File: config.mk
export PLATFORM = sky130hd
export DESIGN_NAME = rbmd_decoder
export DESIGN_NICKNAME = d
export VERILOG_FILES = /design/src/logic/rbmd_pkg.sv /design/src/logic/rbmd_decoder.sv
export VERILOG_INCLUDE_DIRS = /design/src /design/src/logic
export SDC_FILE = /design/constraint.sdc
export NUM_CORES = 1
export LEC_CHECK = 0
export BUFFER_PORTS_ARGS = -buffer_cell sky130_fd_sc_hd__buf_2
export CAP_MARGIN = 20
export CORE_ASPECT_RATIO = 0.8
export CORE_MARGIN = 2
export CORE_UTILIZATION = 45
export CTS_CLUSTER_SIZE = 14
export DETAILED_ROUTE_END_ITERATION = 10
export GPL_ROUTABILITY_DRIVEN = 0
export HOLD_SLACK_MARGIN = 0.03
export MAX_ROUTING_LAYER = met4
export PLACE_DENSITY = 0.65
export SYNTH_ARGS = -nofsm -noshare
export SYNTH_HDL_FRONTEND = slang
export SYNTH_SLANG_ARGS = --single-unit
File: constraint.sdc
create_clock -name clk -period 3.7 [get_ports clk]
set_clock_uncertainty 0.1 [all_clocks]
set_input_delay 0.37 -clock clk [delete_from_list [all_inputs] [get_ports clk]]
set_output_delay 0.37 -clock clk [all_outputs]
set_load 0.01 [all_outputs]
File: src/logic/rbmd_cfg.svh
// constants for the block mode decoder: field positions, widths, latency
// assumes inclusion by bare name from package and design files
`ifndef RBMD_CFG_SVH
`define RBMD_CFG_SVH
`define RBMD_WORD_W 64
`define RBMD_DIFF_BIT 33
`define RBMD_ORIENT_BIT 32
`define RBMD_RED_HI 63
`define RBMD_GREEN_HI 55
`define RBMD_BLUE_HI 47
`define RBMD_SEL1_LO 37
`define RBMD_SEL2_LO 34
`define RBMD_IDX_MSB_LO 16
`define RBMD_IDX_LSB_LO 0
`define RBMD_SUM_MAX 31
`define RBMD_FIFO_DEPTH 16
`define RBMD_LATENCY 2
`endif

File: src/logic/rbmd_pkg.sv
// types for the block mode decoder
// assumes rbmd_cfg.svh on the include path
`include "rbmd_cfg.svh"
package rbmd_pkg;
    typedef enum logic [2:0]
    {
        RBMD_INDIVIDUAL = 3'h0,
        RBMD_DIFFERENTIAL = 3'h1,
        RBMD_T_MODE = 3'h2,
        RBMD_H_MODE = 3'h3,
        RBMD_PLANAR = 3'h4
    } rbmd_mode_t;
    typedef struct packed
    {
        logic [63:0] word;
        logic [1:0] col;
        logic [1:0] row;
    } rbmd_req_t;
    typedef struct packed
    {
        logic [7:0] red;
        logic [7:0] green;
        logic [7:0] blue;
        rbmd_mode_t mode;
    } rbmd_resp_t;
endpackage

File: src/logic/rbmd_decoder.sv
// block mode decoder for 64-bit compressed 4x4 texel blocks, with output fifo
// assumes one 25 MHz clock, synchronous active-high reset, requester on same clock
`timescale 1ns/1ps
`include "rbmd_cfg.svh"

////////////////////////////////////////////////////////////////////////////////
module rbmd_fifo #(
    parameter int WIDTH = 27,
    parameter int DEPTH = `RBMD_FIFO_DEPTH
) (
    // clock and reset
    input wire logic clk,
    input wire logic sys_rst,
    // fill side
    input wire logic in_valid,
    output logic in_ready,
    input wire logic [WIDTH-1:0] in_data,
    // drain side
    output logic out_valid,
    input wire logic out_ready,
    output logic [WIDTH-1:0] out_data
);
    localparam int AW = $clog2(DEPTH);
    typedef struct packed
    {
        logic [AW-1:0] wr;
        logic [AW-1:0] rd;
        logic [AW:0] count;
    } rbmd_fifo_state_t;
    rbmd_fifo_state_t st_q;
    rbmd_fifo_state_t st_d;
    logic [WIDTH-1:0] mem_q [DEPTH];
    logic push;
    logic pop;
    assign in_ready = (st_q.count != (AW+1)'(DEPTH));
    assign out_valid = (st_q.count != '0);
    assign out_data = mem_q[st_q.rd];
    assign push = in_valid && in_ready;
    assign pop = out_valid && out_ready;
    always_comb
    begin
        st_d = st_q;
        if (push)
        begin
            st_d.wr = st_q.wr + AW'(1);
        end
        if (pop)
        begin
            st_d.rd = st_q.rd + AW'(1);
        end
        if (push && !pop)
        begin
            st_d.count = st_q.count + (AW+1)'(1);
        end
        else if (pop && !push)
        begin
            st_d.count = st_q.count - (AW+1)'(1);
        end
    end
    always_ff @(posedge clk)
    begin
        if (sys_rst)
        begin
            st_q <= '0;
        end
        else
        begin
            st_q <= st_d;
        end
    end
    always_ff @(posedge clk)
    begin
        if (push)
        begin
            mem_q[st_q.wr] <= in_data;
        end
    end
endmodule

////////////////////////////////////////////////////////////////////////////////
// Summary of operation
// RL1 - each 64-bit word encodes one 4x4 block, columns a-d, e-h, i-l, m-p
// RL2 - differential flag 0 selects individual mode, sums ignored
// RL3 - colour fields unsigned 0..31, deltas two's complement -4..+3
// RL4 - flag 1 and red sum out of 0..31 selects T mode
// RL5 - red sum fine, green sum out of range selects H mode
// RL6 - red and green fine, blue sum out of range selects planar
// RL7 - differential mode only when flag 1 and all sums in range
// RL8 - bit 32 is the split orientation bit in individual and differential
// RL9 - orientation 0: left two columns subblock 1, right two subblock 2
// RL10 - orientation 1: top two rows subblock 1, bottom two subblock 2
// RL11 - individual subblock 1 nibbles at 63-60, 55-52, 47-44
// RL12 - individual subblock 2 nibbles at 59-56, 51-48, 43-40
// RL13 - nibbles widen to bytes by repeating the nibble
// RL14 - individual upper half: nibbles, selectors, zero flag, orientation
// RL15 - differential field layout: 5-bit colours with 3-bit deltas, selectors
// RL16 - 5-bit colour widens by appending its top three bits
// RL17 - differential subblock 2 is colour plus delta, widened alike
// RL18 - pixel index msb from bits 31-16, lsb from 15-0, a lowest
// RL19 - T mode upper half holds split colour and distance fields
// RL20 - planar origin red is bits 62-57
// RL21 - selector picks one of eight small/large magnitude pairs
// RL22 - index 11 -large, 10 -small, 00 +small, 01 +large
// RL23 - modifier added to all channels, clamped to 0..255
// RL24 - request word plus col/row with valid; answer colour and mode later
module rbmd_decoder #(
    parameter int FIFO_DEPTH = `RBMD_FIFO_DEPTH
) (
    // clock and reset
    input wire logic clk,
    input wire logic sys_rst,
    // request from texture fetch
    input wire logic req_valid,
    output logic req_ready,
    input wire rbmd_pkg::rbmd_req_t req,
    // answer to sampler
    output logic resp_valid,
    input wire logic resp_ready,
    output rbmd_pkg::rbmd_resp_t resp
);
    import rbmd_pkg::*;

    ////////////////////////////////////////////////////////////////////////////
    typedef struct packed
    {
        logic ready;
        logic s1_valid;
        rbmd_mode_t s1_mode;
        logic [23:0] s1_base;
        logic [7:0] s1_mod;
        logic s1_neg;
        logic [3:0] s1_pix;
        logic s2_valid;
        rbmd_resp_t s2_resp;
        logic out_valid;
        rbmd_resp_t out_resp;
    } rbmd_state_t;
    rbmd_state_t st_q;
    rbmd_state_t st_d;

    logic fifo_in_ready;
    logic fifo_out_valid;
    rbmd_resp_t fifo_out_data;
    logic advance;

    // stages move only on a registered ready, which is low while the output register holds an answer
    assign advance = st_q.ready;
    assign req_ready = st_q.ready; // see RL24

    function automatic logic [7:0] nibble_widen(input logic [3:0] n);
        nibble_widen = {n, n}; // see RL13
    endfunction

    function automatic logic [7:0] quint_widen(input logic [4:0] q);
        quint_widen = {q, q[4:2]}; // see RL16
    endfunction

    function automatic logic [7:0] small_mag(input logic [2:0] s);
        case (s) // see RL21
            3'h0: small_mag = 8'h02;
            3'h1: small_mag = 8'h05;
            3'h2: small_mag = 8'h09;
            3'h3: small_mag = 8'h0d;
            3'h4: small_mag = 8'h12;
            3'h5: small_mag = 8'h18;
            3'h6: small_mag = 8'h21;
            default: small_mag = 8'h2f;
        endcase
    endfunction

    function automatic logic [7:0] large_mag(input logic [2:0] s);
        case (s) // see RL21
            3'h0: large_mag = 8'h08;
            3'h1: large_mag = 8'h11;
            3'h2: large_mag = 8'h1d;
            3'h3: large_mag = 8'h2a;
            3'h4: large_mag = 8'h3c;
            3'h5: large_mag = 8'h50;
            3'h6: large_mag = 8'h6a;
            default: large_mag = 8'hb7;
        endcase
    endfunction

    function automatic logic [7:0] apply_mod(input logic [7:0] c, input logic [7:0] m, input logic neg);
        logic [8:0] sum;
        sum = 9'h000;
        if (neg)
        begin
            sum = {1'b0, c} - {1'b0, m};
            apply_mod = sum[8] ? 8'h00 : sum[7:0]; // see RL23
        end
        else
        begin
            sum = {1'b0, c} + {1'b0, m};
            apply_mod = sum[8] ? 8'hff : sum[7:0]; // see RL23
        end
    endfunction

    ////////////////////////////////////////////////////////////////////////////
    // stage 0 decode, combinational on the request word
    logic [63:0] w;
    logic [5:0] red_sum;
    logic [5:0] green_sum;
    logic [5:0] blue_sum;
    logic [2:0] red_delta;
    logic [2:0] green_delta;
    logic [2:0] blue_delta;
    logic split_orientation_bit;
    logic second_sub;
    logic [3:0] pix;
    logic [1:0] pix_index;
    rbmd_mode_t mode;
    logic [23:0] base;
    logic [2:0] sel;

    assign w = req.word; // see RL1
    assign red_delta = w[58:56];
    assign green_delta = w[50:48];
    assign blue_delta = w[42:40];
    // 6-bit signed sums: bit 5 set or above 31 flags overflow
    assign red_sum = {1'b0, w[63:59]} + {{3{red_delta[2]}}, red_delta}; // see RL3
    assign green_sum = {1'b0, w[55:51]} + {{3{green_delta[2]}}, green_delta}; // see RL3
    assign blue_sum = {1'b0, w[47:43]} + {{3{blue_delta[2]}}, blue_delta}; // see RL3
    assign split_orientation_bit = w[`RBMD_ORIENT_BIT]; // see RL8
    // pixel number in column order: a=0, b=1, ... p=15
    assign pix = {req.col, req.row}; // see RL1
    assign second_sub = split_orientation_bit ? req.row[1] : req.col[1]; // see RL9 see RL10
    assign pix_index = {w[`RBMD_IDX_MSB_LO + 32'(pix)], w[`RBMD_IDX_LSB_LO + 32'(pix)]}; // see RL18

    always_comb
    begin
        if (!w[`RBMD_DIFF_BIT])
        begin
            mode = RBMD_INDIVIDUAL; // see RL2
        end
        else if (red_sum[5])
        begin
            mode = RBMD_T_MODE; // see RL4
        end
        else if (green_sum[5])
        begin
            mode = RBMD_H_MODE; // see RL5
        end
        else if (blue_sum[5])
        begin
            mode = RBMD_PLANAR; // see RL6
        end
        else
        begin
            mode = RBMD_DIFFERENTIAL; // see RL7
        end
    end

    always_comb
    begin
        sel = second_sub ? w[`RBMD_SEL2_LO +: 3] : w[`RBMD_SEL1_LO +: 3]; // see RL15
        case (mode)
            RBMD_INDIVIDUAL: // see RL14
            begin
                if (second_sub)
                begin
                    base = {nibble_widen(w[59:56]), nibble_widen(w[51:48]), nibble_widen(w[43:40])}; // see RL12
                end
                else
                begin
                    base = {nibble_widen(w[63:60]), nibble_widen(w[55:52]), nibble_widen(w[47:44])}; // see RL11
                end
            end
            RBMD_DIFFERENTIAL:
            begin
                if (second_sub)
                begin
                    base = {quint_widen(red_sum[4:0]), quint_widen(green_sum[4:0]),
                        quint_widen(blue_sum[4:0])}; // see RL17
                end
                else
                begin
                    base = {quint_widen(w[63:59]), quint_widen(w[55:51]), quint_widen(w[47:43])}; // see RL16
                end
            end
            RBMD_T_MODE:
            begin
                // first colour only, paint colours are not constructed by any stage
                base = {nibble_widen({w[60:59], w[57:56]}), nibble_widen(w[55:52]),
                    nibble_widen(w[51:48])}; // see RL19
            end
            RBMD_PLANAR:
            begin
                // origin colour only: red 6 bits widened by top-two replication
                base = {w[62:57], w[62:61], quint_widen(5'(w[56:53])), 8'h00}; // see RL20
            end
            default:
            begin
                base = {nibble_widen(w[62:59]), nibble_widen({w[58:56], w[52]}), 8'h00};
            end
        endcase
    end

    ////////////////////////////////////////////////////////////////////////////
    always_comb
    begin
        st_d = st_q;
        if (advance && !st_q.out_valid)
        begin
            // stage 1: capture mode, base colour and modifier
            st_d.s1_valid = req_valid; // see RL24
            st_d.s1_mode = mode;
            st_d.s1_base = base;
            st_d.s1_pix = pix;
            st_d.s1_mod = pix_index[0] ? large_mag(sel) : small_mag(sel); // see RL22
            st_d.s1_neg = pix_index[1]; // see RL22
            // stage 2: apply modifier on the modifier modes
            st_d.s2_valid = st_q.s1_valid;
            st_d.s2_resp.mode = st_q.s1_mode;
            if (st_q.s1_mode == RBMD_INDIVIDUAL || st_q.s1_mode == RBMD_DIFFERENTIAL)
            begin
                st_d.s2_resp.red = apply_mod(st_q.s1_base[23:16], st_q.s1_mod, st_q.s1_neg); // see RL23
                st_d.s2_resp.green = apply_mod(st_q.s1_base[15:8], st_q.s1_mod, st_q.s1_neg);
                st_d.s2_resp.blue = apply_mod(st_q.s1_base[7:0], st_q.s1_mod, st_q.s1_neg);
            end
            else
            begin
                st_d.s2_resp.red = st_q.s1_base[23:16];
                st_d.s2_resp.green = st_q.s1_base[15:8];
                st_d.s2_resp.blue = st_q.s1_base[7:0];
            end
        end
        // output register drained from fifo
        // an empty fifo shows stale or unwritten memory, so the answer word loads only with valid data
        if (!st_q.out_valid || resp_ready)
        begin
            st_d.out_valid = fifo_out_valid;
            if (fifo_out_valid)
            begin
                st_d.out_resp = fifo_out_data;
            end
        end
        // the stages stall while the output register is full, so the fifo holds one word at most
        // and a ready registered from its present room cannot overrun it
        st_d.ready = !st_d.out_valid && fifo_in_ready;
    end

    always_ff @(posedge clk)
    begin
        if (sys_rst)
        begin
            st_q <= '0;
            // requests are welcome from the first edge after release
            st_q.ready <= 1'b1;
        end
        else
        begin
            st_q <= st_d;
        end
    end

    rbmd_fifo #(
        .WIDTH($bits(rbmd_resp_t)),
        .DEPTH(FIFO_DEPTH)
    ) u_fifo (
        .clk(clk),
        .sys_rst(sys_rst),
        .in_valid(st_q.s2_valid && advance && !st_q.out_valid),
        .in_ready(fifo_in_ready),
        .in_data(st_q.s2_resp),
        .out_valid(fifo_out_valid),
        .out_ready(!st_q.out_valid || resp_ready),
        .out_data(fifo_out_data)
    );

    assign resp_valid = st_q.out_valid;
    assign resp = st_q.out_resp;
endmodule

==> results.md, run 1 <==
- STA classifies the critical path startpoint as a flip-flop.
- The cell row count is 77.
- Clock tree synthesis inserted a total of 50 buffers.
- After detailed routing, the number of vias per cell comes to 6.06.
- The average wire length per cell after detail routing is 24.2 microns.
- Max-cap violations in this run came to 0.
- For this design the static power due to leakage is 9.57 nW.
- Data on the critical path arrives at its endpoint at 3.53 ns.
- The largest net degree at the start of global routing is 50.
- The net count after synthesis is 1882.
- The count of buffers added on input and output ports is 100.
- The proportion of synthesized chip area in sequential cells is 0.611.
- The startpoint of the lowest-slack hold path is req[57].
- The share of the synthesized area in the top cell type is 0.522.
- The final critical delay including setup and external delays is 3.18 ns.
- In this run, synthesis inferred 432 flip-flops with an integrated enable.
- The H-tree level count is 2.
- Summing every instance area after synthesis gives 24900 sq um.
- The capture endpoint of the worst hold path is st_q[80]$_SDFFE_PP0P_.
- For this run, the total global-route usage over all layers was measured as 0.223.
- The number of different library cells used by synthesis comes to between 80 and 90.
- For this configuration, the core starts out at a cell density of 0.453.
- The root buffer cell is sky130_fd_sc_hd__clkbuf_16.
- The flip-flop cell with the highest count after synthesis is sky130_fd_sc_hd__edfxtp_1.
- The wire-length estimate of the detail-placed layout is 39400 microns.
- The slack of the worst reg-to-reg path is 0.52 ns.
- Of the available clock period, the critical path in the final layout requires 0.859.
- The placeable core area is 54900 sq um.
- Yosys printed 0 warnings.
- VDD sags by at most 0.392 mV.
- The number of global-route vias before repair is 15207.
- The end-of-flow core utilization is 0.509.
- The reg-to-reg critical path endpoint is st_q[35]$_SDFFE_PP0P_.
- The die boundary height is 214 microns.
- The synthesis-to-finish area growth is 12.5%.
- For the pin with the worst max-slew slack, the measured transition is 1.09 ns.
- The required arrival time at the worst endpoint is between 4 and 5 ns.
- Summed over all layers, the global routing overflow is 0.
- The tree built by TritonCTS fans out to about 540 sinks.
- In the final layout, the share of cells above drive strength 1 is 0.215.
- The startpoint of the worst register-to-register path is st_q[62]$_SDFFE_PP0P_.
- The global-route wire length before repair is between 90000 and 100000 microns.
- The final total power is 18.9 mW.
- The commonest cells after synthesis are 432 x sky130_fd_sc_hd__edfxtp_1, 167 x sky130_fd_sc_hd__nand2_1, 143 x sky130_fd_sc_hd__mux4_2.
- The number of storage elements in the synthesis netlist is ~540.
- Pin placement for this block handled 101 I/O pins.
- The type of the worst setup path is flip-flop to flip-flop.
- Synthesis produced about 1700 cells.
- Setup violations remaining at the end of the flow were counted as 0.
- The remaining number of nets flagged by the antenna check after routing is 0.
- Of all cell types, the one taking the most synthesized area is sky130_fd_sc_hd__edfxtp_1.
- Of all nets on the critical path, the largest fanout is 9.
- Counting instances, the worst hold path has a depth of 3.
- The worst hold path belongs to the class input pin to flip-flop.
- The cts-stage hold buffer count is 4.
- Once the clock tree was built, the setup fixing pass inserted 0 buffers.
- Based on the critical path, the design can be clocked at up to 315 MHz.
- TritonCTS built the clock tree.
- Once the clock tree was built, the resizer swapped 0 gates to a different size.
- The post-synthesis area per instance is approximately 14 sq um.
- The setup TNS is 0 ns.
- At the later pin of the worst-skew pair, clock insertion delay measures 0.59 ns.
- Wires add up to 61800 microns.
- The largest buffer count on any clock path is 3.
- The final max-slew violation count is 0.
- Dividing total power by cell area gives a power density of 677 nW/um^2.
- The cell depth of the worst flop-to-flop path is 8.
- The endpoint kind of the worst setup timing path is a flip-flop.
- The number of antenna violations at the first check in global routing is 0.
- The CTS clock-pin slew for the worst setup and hold paths is 0.07 ns.
- The worst relative slew slack is 0.274.
- Ranked by total cell area, the synthesized netlist is headed by sky130_fd_sc_hd__edfxtp_1 52%, sky130_fd_sc_hd__mux4_2 13%, sky130_fd_sc_hd__dfxtp_1 8.9%, sky130_fd_sc_hd__ha_1 3.6%, sky130_fd_sc_hd__nand2_1 2.5%.
- The detailed router finished its first iteration with 1807 violations.
- The die covers 57100 sq um.
- The repair_antennas step left the layout with diodes totalling 0.
- The pre-antenna-repair detailed-routing pass consisted of 6 iterations.
- The final number of hold-violating endpoints was 0.
- Yosys instantiated no cell more often than sky130_fd_sc_hd__edfxtp_1.
- The vias after detailed routing is 15494.
- The floorplan step set the die width to 267 microns.
- Setup repair after global routing left no endpoint under its margin.
- The final layout contains 1959 nets.
- The flow ran to the end, and the final reports show no timing, DRC or antenna violations.
- The proportion of register bits with asynchronous set or reset after synthesis is 0.
- The number of remaining DRC errors is 0.
==> worst max-delay path, cell delays in order (launching register included) <==
cell	delay, ns
sky130_fd_sc_hd__dfxtp_1	0.35
sky130_fd_sc_hd__inv_1	0.42
sky130_fd_sc_hd__fa_1	0.32
sky130_fd_sc_hd__o21bai_1	0.10
sky130_fd_sc_hd__a2111oi_1	0.80
sky130_fd_sc_hd__o2bb2ai_1	0.35
sky130_fd_sc_hd__a21oi_1	0.12
sky130_fd_sc_hd__a2111oi_0	0.40
sky130_fd_sc_hd__nor3_1	0.09
==> cell usage in the layout, fill, tap and decap left out, types with 13 or more instances in the layout <==
| cell type | netlist | final |
|---|---|---|
| sky130_fd_sc_hd__nand4_1 | 13 | 13 |
| sky130_fd_sc_hd__nor2b_1 | 16 | 14 |
| sky130_fd_sc_hd__xnor2_1 | 18 | 18 |
| sky130_fd_sc_hd__o211ai_1 | 16 | 16 |
| sky130_fd_sc_hd__edfxtp_1 | 432 | 432 |
| sky130_fd_sc_hd__buf_4 | 29 | 35 |
| sky130_fd_sc_hd__ha_1 | 72 | 72 |
| sky130_fd_sc_hd__nor2_1 | 91 | 78 |
| sky130_fd_sc_hd__nand2_1 | 167 | 167 |
| sky130_fd_sc_hd__a21oi_1 | 117 | 117 |
| sky130_fd_sc_hd__o22ai_1 | 13 | 13 |
| sky130_fd_sc_hd__inv_1 | 46 | 46 |
| sky130_fd_sc_hd__a21o_1 | 18 | 18 |
| sky130_fd_sc_hd__nand2b_1 | 18 | 18 |
| sky130_fd_sc_hd__buf_2 | 19 | 99 |
| sky130_fd_sc_hd__clkbuf_1 | 62 | 17 |
| sky130_fd_sc_hd__mux4_2 | 143 | 143 |
| sky130_fd_sc_hd__dfxtp_1 | 111 | 107 |
| sky130_fd_sc_hd__nor3_1 | 19 | 15 |
| sky130_fd_sc_hd__xor2_1 | 18 | 18 |
| sky130_fd_sc_hd__clkbuf_16 | 0 | 51 |
| sky130_fd_sc_hd__nand3_1 | 28 | 28 |
| sky130_fd_sc_hd__o21ai_0 | 61 | 61 |
==> state kept, by name, indices dropped and copies added, names as in the netlist, named ones only <==
register / cells
u_fifo.mem_q: 432
u_fifo.st_q: 13
resp: 27
req_ready: 1
resp_valid: 1
st_q: 65
==> report_power, final <==
part | total [mW] | internal [mW] | switching (mW)
registers | 8.29 | 7.37 | 0.925
logic | 5.38 | 2.46 | 2.92
clock network | 5.26 | 3.01 | 2.25
==> layer usage <==
| layer | global-route usage | routed length (microns) |
|---|---|---|
| met5 | - | 0 |
| met4 | 0.0429 | 993 |
| met3 | 0.0292 | 4600 |
| met2 | 0.344 | 29000 |
| met1 | 0.321 | 27300 |
==> worst max-delay path by stage <==
stage / start / endpoint
2_1_floorplan: u_fifo.st_q[0]$_SDFFE_PP0P_ / u_fifo.st_q[4]$_SDFFE_PP0P_
6_report: st_q[62]$_SDFFE_PP0P_ / st_q[35]$_SDFFE_PP0P_
3_3_place_gp: u_fifo.st_q[0]$_SDFFE_PP0P_ / u_fifo.st_q[4]$_SDFFE_PP0P_
3_5_place_dp: st_q[62]$_SDFFE_PP0P_ / st_q[35]$_SDFFE_PP0P_
4_1_cts: st_q[62]$_SDFFE_PP0P_ / st_q[35]$_SDFFE_PP0P_
5_1_grt: st_q[62]$_SDFFE_PP0P_ / st_q[35]$_SDFFE_PP0P_
==> through the flow <==
step	hold slack [ns]	worst slack, ns	cells	cell area [sq um]
2_1_floorplan	0.332	0.593	1728	24900
4_1_cts	0.0333	0.545	2557	28000
3_3_place_gp	0.338	0.637	2456	26200
5_1_grt	0.0546	0.312	2557	28000
6_report	0.0554	0.523	2557	28000
3_5_place_dp	0.346	0.549	2460	26200
==> final cells by class <==
cell class                      count  area, sq um
Timing Repair Buffer              147          978
Sequential cell                   543        15200
Clock buffer                       73         1410
Inverter                           46          173
Tap cell                          711          890
Fill cell                        4552        27000
Multi-Input combinational cell   1017         9030
Clock inverter                     20          269
==> cells by family after synthesis <==
group	share of synthesized area
xor gates and xnor gates	0.0127
buffers and inverters	0.0313
adders and majority gates	0.0443
DFF	0.611
muxes	0.138
AOI/OAI and AO/OA	0.0888
and+or+nand+nor	0.0732
Note: power is estimated with default switching activity, not from simulation.
==> run 2: changes to the inputs <==
CORE_MARGIN = unset   (was 2)
==> results.md, run 2 (same netlist as run 1, synthesis figures left out) <==
- STA classifies the critical path startpoint as a flip-flop.
- The worst relative slew slack came to 0.256 (-0.0175).
- The setup path with the least slack is of type flip-flop to flip-flop.
- The critical-path cell with the highest stage delay is sky130_fd_sc_hd__or4_1.
- The part of the power in the clock network is 0.276 (-0.002).
- The root buffer cell chosen for the clock tree is sky130_fd_sc_hd__clkbuf_16.
- The largest buffer count on any clock path is 3 (unchanged).
- The transition at the pin with the smallest max-transition slack is 1.11 ns (+0.0236 ns).
- The fraction of power spent switching nets is 0.324 (+0.00187).
- The share of total power in combinational logic came to 0.286 (+0.002).
- The commonest non-fill, non-tap cell in the layout is sky130_fd_sc_hd__edfxtp_1.
- The number of detailed-routing iterations run before antenna repair is 6 (unchanged).
- The CTS clock-pin slew for the worst setup and hold paths is 0.06 ns (about the same).
- The remaining number of nets flagged by the antenna check after routing is 0 (unchanged).
- The register bank with the most flops is u_fifo.mem_q.
- The maximum vdd ir drop is 0.435 mV (+11%).
- The routed wire length was 61200 microns (-1.0%).
- The run finished with clean final reports.
- The final critical delay including setup and external delays came to 3.09 ns (-0.0846 ns).
- The achievable clock frequency is 323 MHz (+2.7%).
- The vias after detailed routing is 15345 (-0.96%).
- The number of standard cells in the layout, taps in and fillers out is 2548 (-0.35%).
- The proportion of layout cells with a drive suffix above 1 was 0.212 (-0.00271).
- The number of antenna diodes was 0 (unchanged).
- The number of remaining DRC errors is 0 (unchanged).
- The cell row count is 76 (-1.3%).
- The CTS tree is done.
- The multi-input combinational cell area came to 9030 sq um (unchanged).
- The fraction of power consumed by sequential logic is 0.438 (about the same).
- The tightest min-delay check is of the input pin to flip-flop type.
- The clock latency on the worst-skew pair is 0.60 ns (about the same).
- The setup TNS came to 0 ns (unchanged).
- The instance area at placement is 26100 sq um (-0.54%).
- The arrival time of the worst setup path came to 3.51 ns (-0.02 ns).
- The filler cell count is 4455 (-2.1%).
- The die boundary height was 212 microns (-0.93%).
- The placeable core area was 54200 sq um (-1.3%).
- The cell depth of the worst flop-to-flop path is 12 (+4).
- The final number of hold-violating endpoints is 0 (unchanged).
- The via-per-instance ratio was 6.02 (-0.61%).
- The number of global-route vias before repair is 14990 (-1.4%).
- The detailed route wirelength on metal3 is 4700 microns (+2.2%).
- The global-route wire length before repair is 91800 microns (-2.1%).
- The largest stage delay on the critical path came to 0.57 ns (-0.23 ns).
- The die area came to 56200 sq um (-1.7%).
- The total global routing overflow is 0 (unchanged).
- The internal power component is 12.7 mW (-0.81%).
- The total routing resource utilization after global routing came to 0.224 (+0.00135).
- The uppermost layer routed is met4.
- The width of the die came to 265 microns (-0.75%).
- Setup repair after global routing left no endpoint under its margin.
- The final net count is 1957 (-0.10%).
- The top-level port count is 101 (unchanged).
- Walking the worst path, the cells encountered are or4_1 -> nor2_1 -> nor2b_4 -> inv_1 -> ha_1 -> inv_1 -> fa_1 -> a21o_1 -> a21oi_1 -> xnor2_1 -> or3_1 -> a21oi_1.
- The post-route fraction of the period consumed by the critical path is 0.836 (-0.0229).
- The highest net fanout along the worst path is 4 (-5).
- The starting utilization of the core area is 0.458 (+0.00595).
- The final total power was 18.8 mW (-0.53%).
- The count of final setup violators was 0 (unchanged).
- The post-CTS setup buffer count is 0 (unchanged).
- The number of antenna violations at the first check in global routing is 3 (+3).
- The flip-flop count of the largest register, all copies and words added came to 432 (unchanged).
- The number of DRC violations after detailed-routing iteration 0 is 1672 (-7.5%).
- The number of resized instances in the post-cts repair step came to 0 (unchanged).
- Leaving out fill and tap cells, the most frequent cells in the layout are 432 x sky130_fd_sc_hd__edfxtp_1, 167 x sky130_fd_sc_hd__nand2_1, 143 x sky130_fd_sc_hd__mux4_2.
- The net switching power was 6.10 mW (about the same).
- The count of input and output buffers is 100 (unchanged).
- The ratio of total power to cell area is 674 nW/um^2 (-0.44%).
- The largest net degree at the start of global routing is 49 (-2.0%).
- The average wire length per cell after detail routing was 24.0 microns (-0.67%).
- The clock sink total is 543 (unchanged).
- The number of max-cap violations is 0 (unchanged).
- The met1 wire length is 27400 microns (+0.60%).
- The number of buffers created by CTS is 51 (+2.0%).
- The final instance area is 27900 sq um (about the same).
- The routed length on met2 is 27900 microns (-3.8%).
- The worst hold path depth is 3 (unchanged).
- The final max-slew violation count came to 0 (unchanged).
- The leakage power figure is 9.56 nW (-0.11%).
- The detailed placement HPWL is 37800 microns (-3.9%).
- STA classifies the critical path endpoint as a flip-flop.
- The required arrival time at the worst endpoint is 4.12 ns (+0.07 ns).
- The sequential standard cell area is 15200 sq um (unchanged).
- The total instance count after detailed placement is 2442 (-0.73%).
- The H-tree level count is 2 (unchanged).
- The synthesis-to-finish area growth is 12.4% (about the same).
run 2: cell type report:
type                            instances  share of cell area
Clock buffer                           64              0.0482
Sequential cell                       543               0.544
Multi-Input combinational cell       1017               0.323
Inverter                               46             0.00618
Timing Repair Buffer                  144              0.0352
Clock inverter                         32              0.0112
Tap cell                              702              0.0314
run 2: critical path: cells and delay by family (launching register included):
| kind | cells | cell delay (ns) |
|---|---|---|
| AOI/OAI and AO/OA | 3 | 0.50 |
| xor gates and xnor gates | 1 | 0.09 |
| adders and majority gates | 2 | 0.62 |
| buffers and inverters | 2 | 0.20 |
| DFF | 1 | 0.35 |
| and+or+nand+nor | 4 | 1.17 |
run 2: stage by stage:
stage	utilization	worst slack (ns)	hold WS, ns
floorplan	-	0.593	0.332
global placement	0.482	0.727	0.339
detailed placement	0.482	0.637	0.348
CTS	0.513	0.591	0.0458
global route	0.515	0.360	0.0700
finish	0.515	0.608	0.0714
run 2: worst paths after layout:
path,start,endpoint,slack [ns]
max,u_fifo.st_q[0]$_SDFFE_PP0P_,u_fifo.st_q[4]$_SDFFE_PP0P_,0.61
min,req[66],st_q[92]$_SDFFE_PP0P_,0.07
max reg2reg,u_fifo.st_q[0]$_SDFFE_PP0P_,u_fifo.st_q[4]$_SDFFE_PP0P_,0.61
min reg2reg,resp[24]$_SDFFE_PP0P_,resp[24]$_SDFFE_PP0P_,0.35
run 2: power groups by stage:
stage          sequential (mW)  clock [mW]  combinational (mW)
2_1_floorplan             7.88           0                4.19
3_3_place_gp              8.33           0                5.31
3_5_place_dp              8.38           0                5.34
4_1_cts                   8.25        5.29                5.38
5_1_grt                   8.34        5.53                5.85
6_report                  8.25        5.20                5.38
run 2: metal layers:
layer	global-route usage	vias up
li1	-	6838
met1	0.325	7758
met2	0.338	643
met3	0.0334	106
met4	0.0470	0
met5	-	-
run 2: timing repair:
| item | CTS | global route |
|---|---|---|
| endpoints found under the setup margin | 0 | 0 |
| endpoints found under the hold margin | 4 | 0 |
| hold buffers | 4 | 0 |
